--- src/bors_pkg.sv ---
package bors_pkg;
  // clock rate and timing
  localparam int unsigned CLK_HZ             = 40000000;
  localparam int unsigned CLK_PERIOD_NS      = 25;
  localparam int unsigned RESET_PULSE_CYCLES = 4;
  localparam int unsigned STARTUP_TMR_CYCLES = 1024;
  // power-up delay in microseconds, applied when powerupTimerEn is set
  localparam int unsigned PWRUP_DELAY_US     = 64;
  localparam int unsigned PWRUP_DELAY_CYCLES =
    (PWRUP_DELAY_US * 1000 + CLK_PERIOD_NS - 1) / CLK_PERIOD_NS;
  localparam int unsigned FSCM_DELAY_US      = 50;
  localparam int unsigned FSCM_DELAY_CYCLES  =
    (FSCM_DELAY_US * 1000 + CLK_PERIOD_NS - 1) / CLK_PERIOD_NS;
  localparam int unsigned CNT_W              = 16;
  // clock source selections
  localparam logic [2:0] OSC_FRC     = 3'h0;
  localparam logic [2:0] OSC_FRC_PLL = 3'h1;
  localparam logic [2:0] OSC_PRI     = 3'h2;
  localparam logic [2:0] OSC_PRI_PLL = 3'h3;
  localparam logic [2:0] OSC_SEL_RST = 3'h0;
  // primary oscillator modes
  localparam logic [1:0] POSC_EC     = 2'h0;
  localparam logic [1:0] POSC_XT     = 2'h1;
  localparam logic [1:0] POSC_HS     = 2'h2;
  localparam logic [1:0] POSC_OFF    = 2'h3;
  // reset control register field
  localparam int unsigned RSTCTL_DROP_FLAG_BIT = 1;

  typedef enum logic [2:0] {
    BORS_RUN    = 3'h0,
    BORS_PULSE  = 3'h1,
    BORS_WAIT   = 3'h3,
    BORS_DONE   = 3'h2
  } bors_state_t;
endpackage

--- src/bors_if.sv ---
interface bors_if;
  import bors_pkg::*;
  logic             load;
  logic [CNT_W-1:0] count;
  logic             expired;
  modport ctl (output load, output count, input expired);
  modport tmr (input load, input count, output expired);
endinterface

--- src/bors_sequencer.sv ---
module bors_sequencer
  import bors_pkg::*;
(
  // clock and reset
  input  wire logic       clk,
  input  wire logic       rst,
  // analog side
  input  wire logic       supplyLow,
  input  wire logic       pllLock,
  // configuration fields
  input  wire logic [2:0] oscSelectCfg,
  input  wire logic [1:0] primaryOscModeCfg,
  input  wire logic       powerupTimerEn,
  input  wire logic       sleepMode,
  input  wire logic       idleMode,
  // status flag software access
  input  wire logic       flagWrite,
  input  wire logic       flagWriteData,
  // outputs
  output logic            deviceResetPulse,
  output logic            internalReset,
  output logic            sysClockEn,
  output logic [2:0]      clockSource,
  output logic            oscStartupRun,
  output logic            supplyDropFlag
);
  import bors_pkg::*;

  bors_if startIf ();
  bors_if pwrIf ();

  bors_timer u_start (
    .clk (clk),
    .rst (rst),
    .tif (startIf.tmr)
  );
  bors_timer u_pwr (
    .clk (clk),
    .rst (rst),
    .tif (pwrIf.tmr)
  );

  function automatic logic uses_osc(input logic [2:0] sel);
    return (sel == OSC_PRI) || (sel == OSC_PRI_PLL);
  endfunction
  function automatic logic uses_pll(input logic [2:0] sel);
    return (sel == OSC_FRC_PLL) || (sel == OSC_PRI_PLL);
  endfunction

  bors_state_t      state;
  bors_state_t      next_state;
  logic [2:0]       pulseCnt;
  logic [2:0]       next_pulseCnt;
  logic             needStart;
  logic             needPll;
  logic             next_needStart;
  logic             next_needPll;
  logic             next_deviceResetPulse;
  logic             next_internalReset;
  logic             next_sysClockEn;
  logic [2:0]       next_clockSource;
  logic             next_oscStartupRun;
  logic             next_supplyDropFlag;
  logic             clockReady;
  logic             isCrystal;

  assign isCrystal  = (primaryOscModeCfg == POSC_XT) || (primaryOscModeCfg == POSC_HS);
  assign clockReady = (!needStart || startIf.expired) && (!needPll || pllLock);

  always_comb begin
    next_state             = state;
    next_pulseCnt          = pulseCnt;
    next_needStart         = needStart;
    next_needPll           = needPll;
    next_deviceResetPulse  = 1'b0;
    next_internalReset     = internalReset;
    next_sysClockEn        = sysClockEn;
    next_clockSource       = clockSource;
    next_oscStartupRun     = 1'b0;
    next_supplyDropFlag    = supplyDropFlag;
    startIf.load           = 1'b0;
    startIf.count          = CNT_W'(STARTUP_TMR_CYCLES);
    pwrIf.load             = 1'b0;
    pwrIf.count            = '0;
    // software clear; a drop in the same cycle wins below
    if (flagWrite && !flagWriteData) begin
      next_supplyDropFlag = 1'b0;
    end
    // detection ignores sleep and idle
    if (supplyLow) begin
      next_state            = BORS_PULSE;
      next_pulseCnt         = '0;
      next_deviceResetPulse = 1'b1;
      next_internalReset    = 1'b1;
      next_sysClockEn       = 1'b0;
      next_supplyDropFlag   = 1'b1;
    end else begin
      case (state)
        BORS_RUN: begin
          next_state = BORS_RUN;
        end
        BORS_PULSE: begin
          next_deviceResetPulse = 1'b1;
          next_pulseCnt         = pulseCnt + 3'h1;
          if (pulseCnt == 3'(RESET_PULSE_CYCLES - 1)) begin
            next_deviceResetPulse = 1'b0;
            next_clockSource      = oscSelectCfg;
            next_needStart        = uses_osc(oscSelectCfg)
                                    && (primaryOscModeCfg != POSC_EC);
            next_needPll          = uses_pll(oscSelectCfg);
            startIf.load          = uses_osc(oscSelectCfg)
                                    && (primaryOscModeCfg != POSC_EC);
            pwrIf.load            = 1'b1;
            if (powerupTimerEn) begin
              pwrIf.count = CNT_W'(PWRUP_DELAY_CYCLES);
            end else if (uses_osc(oscSelectCfg) && isCrystal) begin
              pwrIf.count = CNT_W'(FSCM_DELAY_CYCLES);
            end else begin
              pwrIf.count = CNT_W'(1);
            end
            next_state = BORS_WAIT;
          end
        end
        BORS_WAIT: begin
          next_oscStartupRun = needStart && !startIf.expired;
          if (clockReady) begin
            next_sysClockEn = 1'b1;
          end
          if (clockReady && pwrIf.expired) begin
            next_internalReset = 1'b0;
            next_state         = BORS_DONE;
          end
        end
        BORS_DONE: begin
          next_state = BORS_RUN;
        end
        default: begin
          next_state = BORS_RUN;
        end
      endcase
    end
  end

  always_ff @(posedge clk) begin
    if (rst) begin
      state            <= BORS_RUN;
      pulseCnt         <= '0;
      needStart        <= 1'b0;
      needPll          <= 1'b0;
      deviceResetPulse <= 1'b0;
      internalReset    <= 1'b0;
      sysClockEn       <= 1'b1;
      clockSource      <= OSC_SEL_RST;
      oscStartupRun    <= 1'b0;
      supplyDropFlag   <= 1'b0;
    end else begin
      state            <= next_state;
      pulseCnt         <= next_pulseCnt;
      needStart        <= next_needStart;
      needPll          <= next_needPll;
      deviceResetPulse <= next_deviceResetPulse;
      internalReset    <= next_internalReset;
      sysClockEn       <= next_sysClockEn;
      clockSource      <= next_clockSource;
      oscStartupRun    <= next_oscStartupRun;
      supplyDropFlag   <= next_supplyDropFlag;
    end
  end

  // checks
  a_drop_pulses: assert property (@(posedge clk) disable iff (rst)
    supplyLow |=> deviceResetPulse && internalReset)
    else $error("supply drop gave no reset pulse");
  a_drop_sets_flag: assert property (@(posedge clk) disable iff (rst)
    supplyLow |=> supplyDropFlag)
    else $error("supply drop flag not set");
  a_flag_holds: assert property (@(posedge clk) disable iff (rst)
    supplyDropFlag && !(flagWrite && !flagWriteData) |=> supplyDropFlag)
    else $error("flag cleared without software write");
  a_clear_works: assert property (@(posedge clk) disable iff (rst)
    flagWrite && !flagWriteData && !supplyLow |=> !supplyDropFlag)
    else $error("software clear ignored");
  a_start_gate: assert property (@(posedge clk) disable iff (rst)
    state == BORS_WAIT && needStart && !startIf.expired |=> !sysClockEn)
    else $error("clock ran before start-up timer");
  a_pll_gate: assert property (@(posedge clk) disable iff (rst)
    state == BORS_WAIT && needPll && !pllLock && !supplyLow |=> !sysClockEn)
    else $error("clock ran before pll lock");
  a_pwr_hold: assert property (@(posedge clk) disable iff (rst)
    state == BORS_WAIT && !pwrIf.expired |=> internalReset)
    else $error("reset released before power-up delay");
  a_src_select: assert property (@(posedge clk) disable iff (rst)
    state == BORS_PULSE && pulseCnt == 3'(RESET_PULSE_CYCLES - 1) && !supplyLow
    |=> clockSource == $past(oscSelectCfg))
    else $error("clock source not taken from configuration");
  a_sleep_detect: assert property (@(posedge clk) disable iff (rst)
    (sleepMode || idleMode) && supplyLow |=> state == BORS_PULSE)
    else $error("drop missed in low power mode");
  a_pulse_len: assert property (@(posedge clk) disable iff (rst)
    $rose(deviceResetPulse) |-> deviceResetPulse[*4])
    else $error("reset pulse too short");
  a_release_clk: assert property (@(posedge clk) disable iff (rst)
    $fell(internalReset) |-> sysClockEn)
    else $error("reset released before clock ready");
  a_fsafe_load: assert property (@(posedge clk) disable iff (rst)
    state == BORS_PULSE && pulseCnt == 3'(RESET_PULSE_CYCLES - 1) && !supplyLow
    && !powerupTimerEn && uses_osc(oscSelectCfg) && isCrystal
    |-> pwrIf.load && pwrIf.count == CNT_W'(FSCM_DELAY_CYCLES))
    else $error("fail-safe delay not applied");

  c_drop: cover property (@(posedge clk) supplyLow ##1 deviceResetPulse);
  c_release: cover property (@(posedge clk) state == BORS_WAIT ##1 state == BORS_DONE);
  c_pll_wait: cover property (@(posedge clk) state == BORS_WAIT && needPll && !pllLock);
  c_sleep_drop: cover property (@(posedge clk) sleepMode && supplyLow);
  c_fsafe: cover property (@(posedge clk) state == BORS_WAIT && !powerupTimerEn && isCrystal);
endmodule

--- src/bors_timer.sv ---
module bors_timer
  import bors_pkg::*;
(
  // clock and reset
  input  wire logic clk,
  input  wire logic rst,
  // load and expiry
  bors_if.tmr       tif
);
  logic [CNT_W-1:0] cnt;
  logic [CNT_W-1:0] next_cnt;
  logic             next_expired;

  always_comb begin
    next_cnt     = cnt;
    next_expired = tif.expired;
    if (tif.load) begin
      next_cnt     = tif.count;
      next_expired = 1'b0;
    end else if (cnt != '0) begin
      next_cnt     = cnt - CNT_W'(1);
      next_expired = (cnt == CNT_W'(1));
    end
  end

  always_ff @(posedge clk) begin
    if (rst) begin
      cnt         <= '0;
      tif.expired <= 1'b1;
    end else begin
      cnt         <= next_cnt;
      tif.expired <= next_expired;
    end
  end
endmodule

--- config.mk ---
export PLATFORM = sky130hd
export DESIGN_NAME = bors_sequencer
export DESIGN_NICKNAME = d
export VERILOG_FILES = /design/src/bors_pkg.sv /design/src/bors_if.sv /design/src/bors_sequencer.sv /design/src/bors_timer.sv
export SDC_FILE = /design/constraint.sdc
export NUM_CORES = 1
export LEC_CHECK = 0
export BUFFER_PORTS_ARGS = -buffer_cell sky130_fd_sc_hd__buf_4
export CORE_AREA = 3 3 79 81
export DETAILED_ROUTE_END_ITERATION = 10
export DIE_AREA = 0 0 82 84
export GPL_ROUTABILITY_DRIVEN = 0
export SETUP_SLACK_MARGIN = 0.15
export SYNTH_ARGS = -nofsm -noshare
export SYNTH_HDL_FRONTEND = slang
export SYNTH_SLANG_ARGS = --single-unit
--- constraint.sdc ---
create_clock -name clk -period 2.95 [get_ports clk]
set_input_delay 0.4425 -clock clk [delete_from_list [all_inputs] [get_ports clk]]
set_output_delay 0.4425 -clock clk [all_outputs]
set_load 0.05 [all_outputs]
==> results.ini, run 1 <==
[run_status]
status=completed

[layout]
drive_gt1_share_pct=13.8
layout_commonest_cell=dfxtp_1
layout_common_cells=dfxtp_1, a21oi_1, buf_4
fillers=547
num-nets-final=318
stdcell_area_um2=2730
syn_to_final_growth_pct=10.7
insertedDiodeCount=0

[sta]
relSlewSlack_pct=30.4
post-route-period-util_pct=84.4
worst_pin_slew_ps=1040
slew_viol_final=0
hold_violations=0
setup_violations=0
fin_skew_ps=7.87
fin_setup_tns_ps=0
rsz0062_at_grt=false
fmax_mhz=402
fin_crit_ps=2490
setup_ws_ps=460

[global_routing]
antenna_found_initial=0
track_usage_pct=15.9
grt_max_degree=30
grt_overflow=0
grt_pass1_wl_mm=8.83
grt_pass1_vias=1895

[yosys]
synthCells=284
synth_top_area_share_pct=39.7
synth-edff-count=0
synth_nets=305
synth-main-ff-cell=dfxtp_1
yosys.area.top_type=dfxtp_1
synth_area_um2=2470
synth.ff_latch_count=49
yosysWarnings=0
ys_seq_area_share_pct=39.7
yosys-top-cells-area=dfxtp_1, a21oi_1, or4_1, ha_1, nand2_1
synth_cell_types=53
avgSynthCellArea_um2=8.70
async_reset_ff_share_pct=0

[worst_setup_path]
max_stage_delay_ps=610
crit_family=simple AND/OR/NAND/NOR gates
arrival_ps=2710
cp_slowest_cell=or3b_2
worst_setup_path_start_kind=register
worstPathMaxFanout=10
path_depth=6
reg2reg_depth=6
required_ps=3170
endpoint_kind=register
crit_chain=inv_1 -> ha_1 -> or3b_2 -> or4_4 -> or4_1 -> a21oi_1
worstSetupPathType=reg -> reg
crit_buf_inv=1

[die]
core_area_um2=5540
die_h_um=84
placementRows=27
ios=22
dieArea_um2=6890
start_util_pct=44.6
fp.dieW_um=82

[pwr]
powerDensity_nw_per_um2=1140
leakage_nw=1.04
vdd_ir_drop_max_mv=0.511

[clock_tree]
path_clk_slew_ps=100
htree_levels=2
postCtsSetupBuffers=0
cts_sinks=49
cts_made_buffers=5
cts_tree=done
clk_latency_ps=300
root_buffer=clkbuf_8
cts_max_path_buffers=2
cts_resized=0
cts-hold-fix-buffers=0

[placed_design]
portBuffers=19
place_area_um2=2640
post-place-ws_ps=495
hpwl_mm=3.76

[run]
max_cap_violations=0

[detailed_routing]
drt_iter0_drc=150
vias=2113
drt_pass1_iterations=5
remaining_drc_errors=0
antenna_left=0
routed_wl_mm=5.28
viasPerCell=5.71
wl_per_cell_um=14.3

[min_path]
min_path_type=in -> reg
min_path_cells=2

[Yosys cell counts (6+ instances only)]
cell type  number
nor4_1          8
a21oi_1        27
or4_1          15
dfxtp_1        49
nand2_1        19
mux2i_1         6
o31ai_1         6
nand2b_1       10
nor3_1         12
nor2_1         16
inv_1          13
ha_1            7
clkbuf_1       10
o21ai_0        10
[kinds of logic (layout without fill, tap and decap cells)]
logic type	count (synthesis)	count (layout)	synth area share, %
AND/OR/NAND/NOR	114	114	27.6
AO/OA/AOI/OAI	72	72	18.7
flip-flops	49	49	39.7
buffers and inverters	28	42	4.96
multiplexers	8	8	3.34
adder cells (fa/ha/maj)	7	7	3.55
XOR/XNOR	6	6	2.13
[registers in the layout, summed over array words and instances (netlist names)]
name,cells
clockSource,3
u_pwr.tif.expired,1
deviceResetPulse,1
oscStartupRun,1
u_start.cnt,16
needStart,1
u_pwr.cnt,16
sysClockEn,1
supplyDropFlag,1
internalReset,1
pulseCnt,3
needPll,1
state,2
u_start.tif.expired,1
[worst paths after layout]
check	from	end	slack [ps]
setup / recovery	u_pwr.cnt[0]	u_pwr.cnt[14]	460
hold / removal	supplyLow	pulseCnt[0]	360
setup reg to reg	u_pwr.cnt[0]	u_pwr.cnt[14]	460
hold reg to reg	needPll	needPll	460
[area by class of cell]
cell class / instances / area (um2) / area share, %
flip-flops and latches: 49 / 981 / 35.9
well taps: 72 / 90.1 / 3.30
clock buffers: 5 / 68.8 / 2.52
clock inverters: 3 / 21.3 / 0.778
repair buffers: 21 / 158 / 5.77
multi-input cells: 207 / 1370 / 50.0
inverters: 13 / 48.8 / 1.78
[routing by layer]
metal	part of all wire, %	wire length [um]	vias to the layer above	GRT usage, %
met1	51	2710	968	22.8
li1	-	-	1087	-
met2	42	2230	53	23.9
met3	5.4	285	5	3.78
met5	0	0	-	0
met4	0.93	49	0	3.32
[per-stage QoR]
step	power [mW]	util (%)	hold slack (ps)	cells
detailed placement	2.70	47.7	447	362
floorplan	2.40	-	432	284
CTS	3.11	49.3	358	370
finish	3.11	49.3	363	370
global placement	2.66	47.7	442	362
global route	3.36	49.3	369	370
[where the power goes]
part           total (mW)  leakage [nW]  internal [mW]  switching, mW
registers            1.09         0.402          0.866          0.224
logic                1.62         0.598          0.691          0.926
clock network       0.404        0.0445          0.169          0.235
total                3.11          1.04           1.73           1.38
[worst register-to-register path: stages, from the launching register on]
cell     delay [ps]
dfxtp_1         370
inv_1           100
ha_1            240
or3b_2          610
or4_4           530
or4_1           410
a21oi_1         160
Note: power is estimated with default switching activity, not from simulation.
==> run 2: changes to the inputs <==
- clock period: 2.95 -> 2.45 ns (I/O delays scaled with it)
==> results.ini, run 2 (synthesized netlist as in run 1, its figures left out) <==
[detailed_routing]
antenna_left=0
drt_pass1_iterations=4
remaining_drc_errors=0
viasPerCell=5.64
vias=2110
routed_wl_mm=5.27
drt_iter0_drc=105
wl_per_cell_um=14.1

[clock_tree]
root_buffer=clkbuf_8
cts_resized=1
cts_max_path_buffers=2
cts_sinks=49
path_clk_slew_ps=100
postCtsSetupBuffers=0
clk_latency_ps=300
htree_levels=2
cts_made_buffers=5
cts-hold-fix-buffers=0
cts_tree=done

[pwr]
vdd_ir_drop_max_mv=0.710
leakage_nw=1.07
total_power_mw=3.85
powerDensity_nw_per_um2=1380

[placed_design]
portBuffers=19
hpwl_mm=3.68

[sta]
holdWs_ps=295
worst_pin_slew_ps=521
slew_viol_final=0
hold_violations=0
setup_violations=0
relSlewSlack_pct=64.4
rsz0062_at_grt=false
fmax_mhz=460
fin_skew_ps=10.3
fin_crit_ps=2170
post-route-period-util_pct=88.8
fin_setup_tns_ps=0

[worst_setup_path]
arrival_ps=2410
cp-endpoint=u_pwr.cnt[14]
worstSetupPathType=reg -> reg
reg2reg_depth=6
required_ps=2690
r2r_slack_ps=280
worst_setup_path_start_kind=register
r2r-start=u_pwr.cnt[0]
endpoint_kind=register
regToRegEndpoint=u_pwr.cnt[14]
crit_start=u_pwr.cnt[0]
worstPathMaxFanout=6

[die]
core_area_um2=5540
die_h_um=84
dieArea_um2=6890
ios=22
fp.dieW_um=82
start_util_pct=44.6
placementRows=27

[layout]
layout_commonest_cell=dfxtp_1
num-nets-final=322
top_regs=u_pwr.cnt (16), u_start.cnt (16)
insertedDiodeCount=0
drive_gt1_share_pct=15.9
layout_common_cells=dfxtp_1, a21oi_1, buf_4
syn_to_final_growth_pct=12.8

[global_routing]
track_usage_pct=15.9
grt_max_degree=30
grt_overflow=0
grt_pass1_vias=1875
grt_pass1_wl_mm=8.82
antenna_found_initial=0

[run_status]
status=completed

[run]
max_cap_violations=0

[min_path]
min_path_type=in -> reg

==> run 2: cell types whose count changed in the layout (fill, tap and decap cells not counted) <==
cell,previous run,this run
nor4bb_2,0,1
ha_1,7,6
inv_1,13,12
ha_4,0,1
buf_4,21,25
nor4bb_1,1,0
inv_2,0,1
or3b_4,0,1
or3b_2,2,1
==> run 2: metal layers <==
| metal | global-route usage (%) | wire length [um] |
|---|---|---|
| met2 | 22.5 | 2310 |
| met3 | 4.21 | 175 |
| met5 | 0 | 0 |
| met1 | 23.7 | 2730 |
| met4 | 3.63 | 49 |
==> run 2: final cells by class <==
type / instances / area [um2]
Fill cell: 547 / 2760
Multi-Input combinational cell: 207 / 1390
Sequential cell: 49 / 981
Timing Repair Buffer: 25 / 188
Tap cell: 72 / 90.1
Clock buffer: 5 / 68.8
Inverter: 13 / 48.8
Clock inverter: 3 / 21.3
==> run 2: metrics by stage <==
stage,cells,worst slack [ps],area (um2),utilization (%)
2_1_floorplan,284,160,2470,-
3_3_place_gp,366,134,2680,48.3
3_5_place_dp,366,114,2680,48.3
4_1_cts,374,203,2770,50.0
5_1_grt,374,159,2790,50.3
6_report,374,275,2790,50.3
==> run 2: critical path, cell delays in order (launching register included) <==
cell and delay [ps]:
dfxtp_1 380, inv_2 110, ha_4 160, or3b_4 420, or4_4 490, or4_1 400
a21oi_1 140
==> run 2: how the worst min path moves through the flow <==
stage / startpoint / to / slack, ps / depth (start not counted)
5_1_grt: oscSelectCfg[0] / clockSource[0] / 290 / 3
2_1_floorplan: needPll / needPll / 430 / 2
4_1_cts: supplyLow / pulseCnt[1] / 280 / 2
6_report: supplyLow / pulseCnt[1] / 290 / 2
3_5_place_dp: needPll / needPll / 450 / 2
3_3_place_gp: needPll / needPll / 440 / 2
==> run 2: where the power goes <==
| group | switching, mW | internal (mW) |
|---|---|---|
| clock | 0.286 | 0.203 |
| combinational | 1.13 | 0.921 |
| sequential | 0.276 | 1.04 |
==> run 3: changes to the inputs <==
- CORE_AREA: 3 3 79 81 -> 3 3 81 83
- DIE_AREA: 0 0 82 84 -> 0 0 84 86
- SYNTH_HIERARCHICAL: not set -> 1
==> results.ini, run 3 <==
[detailed_routing]
viasPerCell=4.95
wl_per_cell_um=12.3
drt_iter0_drc=99
drt_pass1_iterations=4
remaining_drc_errors=0
vias=2108
routed_wl_mm=5.22
antenna_left=0

[worst_setup_path]
arrival_ps=2270
worstPathMaxFanout=10
worst_setup_path_start_kind=register
crit_start=u_start/cnt[0]
worstSetupPathType=reg -> reg
required_ps=2680
endpoint_kind=register
r2r-start=u_start/cnt[0]

[global_routing]
track_usage_pct=15.0
use_met3_pct=2.88
grt_pass1_wl_mm=9.05
antenna_found_initial=0
grt_busiest_layer=met2
grt_util_met2_pct=24.4
grt_max_degree=44
grt_overflow=0
grt_use_met1_pct=20.2
grt_pass1_vias=1960

[layout]
layout_common_cells=dfxtp_1, nand2_1, nor2_1
fillers=590
final-seq-area_um2=981
num-nets-final=372
layout_commonest_cell=dfxtp_1
insertedDiodeCount=0
drive_gt1_share_pct=16.0
top_regs=u_pwr/cnt (16), u_start/cnt (16)
syn_to_final_growth_pct=17.7
multi_input_area_um2=1600

[clock_tree]
root_buffer=clkbuf_8
htree_levels=2
cts_sinks=49
cts_max_path_buffers=2
cts-hold-fix-buffers=0
clk_latency_ps=300
postCtsSetupBuffers=0
path_clk_slew_ps=90
cts_made_buffers=5
cts_tree=done
cts_resized=0

[pwr]
powerDensity_nw_per_um2=1150
leakage_nw=1.27
p_switching_mw=1.37
p_clk_share_pct=19.6
swShare_pct=38.6
share_comb_of_total_power_pct=44.8
vdd_ir_drop_max_mv=0.577
total_power_mw=3.54
internal_power_mw=2.18
power_frac_seq_pct=35.5

[yosys]
yosys.area.top_type=dfxtp_1
synth-edff-count=0
synth_common_cells=dfxtp_1, nand2_1, nor2_1, o21ai_1, inv_1
synth.most_common_cell=dfxtp_1
yosys-top-cells-area=dfxtp_1, nand2_1, nor2_1, xor2_1, ha_1
async_reset_ff_share_pct=0
avgSynthCellArea_um2=8.63
synth_area_um2=2620
synth-main-ff-cell=dfxtp_1
yosysWarnings=6
synth_cell_types=49
synth_top_area_share_pct=37.4
ys_seq_area_share_pct=37.4
synthCells=304
synth.ff_latch_count=49

[die]
fp.dieW_um=84
placementRows=28
ios=22
die_h_um=86
core_area_um2=5920
start_util_pct=44.3
dieArea_um2=7220

[sta]
slew_viol_final=0
post-route-period-util_pct=82.9
fin_skew_ps=7.97
fin_crit_ps=2030
fin_setup_tns_ps=0
relSlewSlack_pct=59.4
hold_violations=0
worst_pin_slew_ps=603
rsz0062_at_grt=false
fmax_mhz=493
setup_violations=0

[run_status]
status=completed

[placed_design]
hpwl_mm=3.70
portBuffers=19

[min_path]
hp-start=supplyLow
min_path_type=in -> reg

[run]
max_cap_violations=0

run 3: cell count changes after synthesis, moves of 4 or more:
cell	change
nand2_1	+20
a21oi_1	-19
o21ai_1	+16
nor2_1	+15
or4_1	-13
nand2b_1	-10
xor2_1	+10
o31ai_1	-6
clkbuf_1	-5
xnor2_1	+5
nor4_2	+4
o211ai_1	-4
run 3: kinds of logic (layout without fill, tap and decap cells):
family	Yosys count	after routing	synth area share, %
flops	49	49	37.4
mux	9	9	3.43
fa+ha+maj	8	8	3.82
other cells	2	24	0.286
simple gates	135	135	29.8
buf+inv	27	52	5.01
compound gates	53	53	13.3
xor+xnor	21	21	7.01
run 3: final timing paths:
path	to	slack, ps	cells after the start
max	u_start/cnt[10]	420	6
min	pulseCnt[2]	310	2
max reg2reg	u_start/cnt[10]	420	6
min reg2reg	clockSource[0]	460	2
run 3: area by class of cell:
class / count / share of cell area [%]
multi-input cells: 250 / 51.8
flip-flops and latches: 49 / 31.8
repair buffers: 28 / 6.81
well taps: 75 / 3.04
clock buffers: 5 / 2.23
clock inverters: 3 / 2.23
inverters: 16 / 2.11
run 3: power by group through the flow:
stage,clock [mW],combinational (mW),sequential [mW]
after global routing,0.744,1.78,1.29
final,0.695,1.59,1.26
after global placement,0,1.56,1.27
after floorplan,0,1.28,1.24
after detailed placement,0,1.58,1.28
after CTS,0.720,1.60,1.26
run 3: layer usage:
| metal | vias up | part of all wire, % | routed length, um |
|---|---|---|---|
| met3 | 4 | 2.1 | 107 |
| met5 | - | 0 | 0 |
| met2 | 14 | 46 | 2420 |
| li1 | 1147 | - | - |
| met1 | 943 | 51 | 2650 |
| met4 | 0 | 0.84 | 44 |
run 3: through the flow:
step	worst slack, ps	hold WS [ps]	instance area, um2	cells	util, %
2_1_floorplan	454	440	2710	326	-
3_3_place_gp	297	447	2950	418	49.8
3_5_place_dp	310	449	2950	418	49.8
4_1_cts	399	296	3090	426	52.2
5_1_grt	249	305	3090	426	52.2
6_report	420	312	3090	426	52.2
run 3: critical path, cell delays in order (launching register included):
cell     delay, ps
dfxtp_1        470
inv_1          100
ha_1           250
nor3b_2        210
and4_1         250
or3_1          490
o21ai_1        180
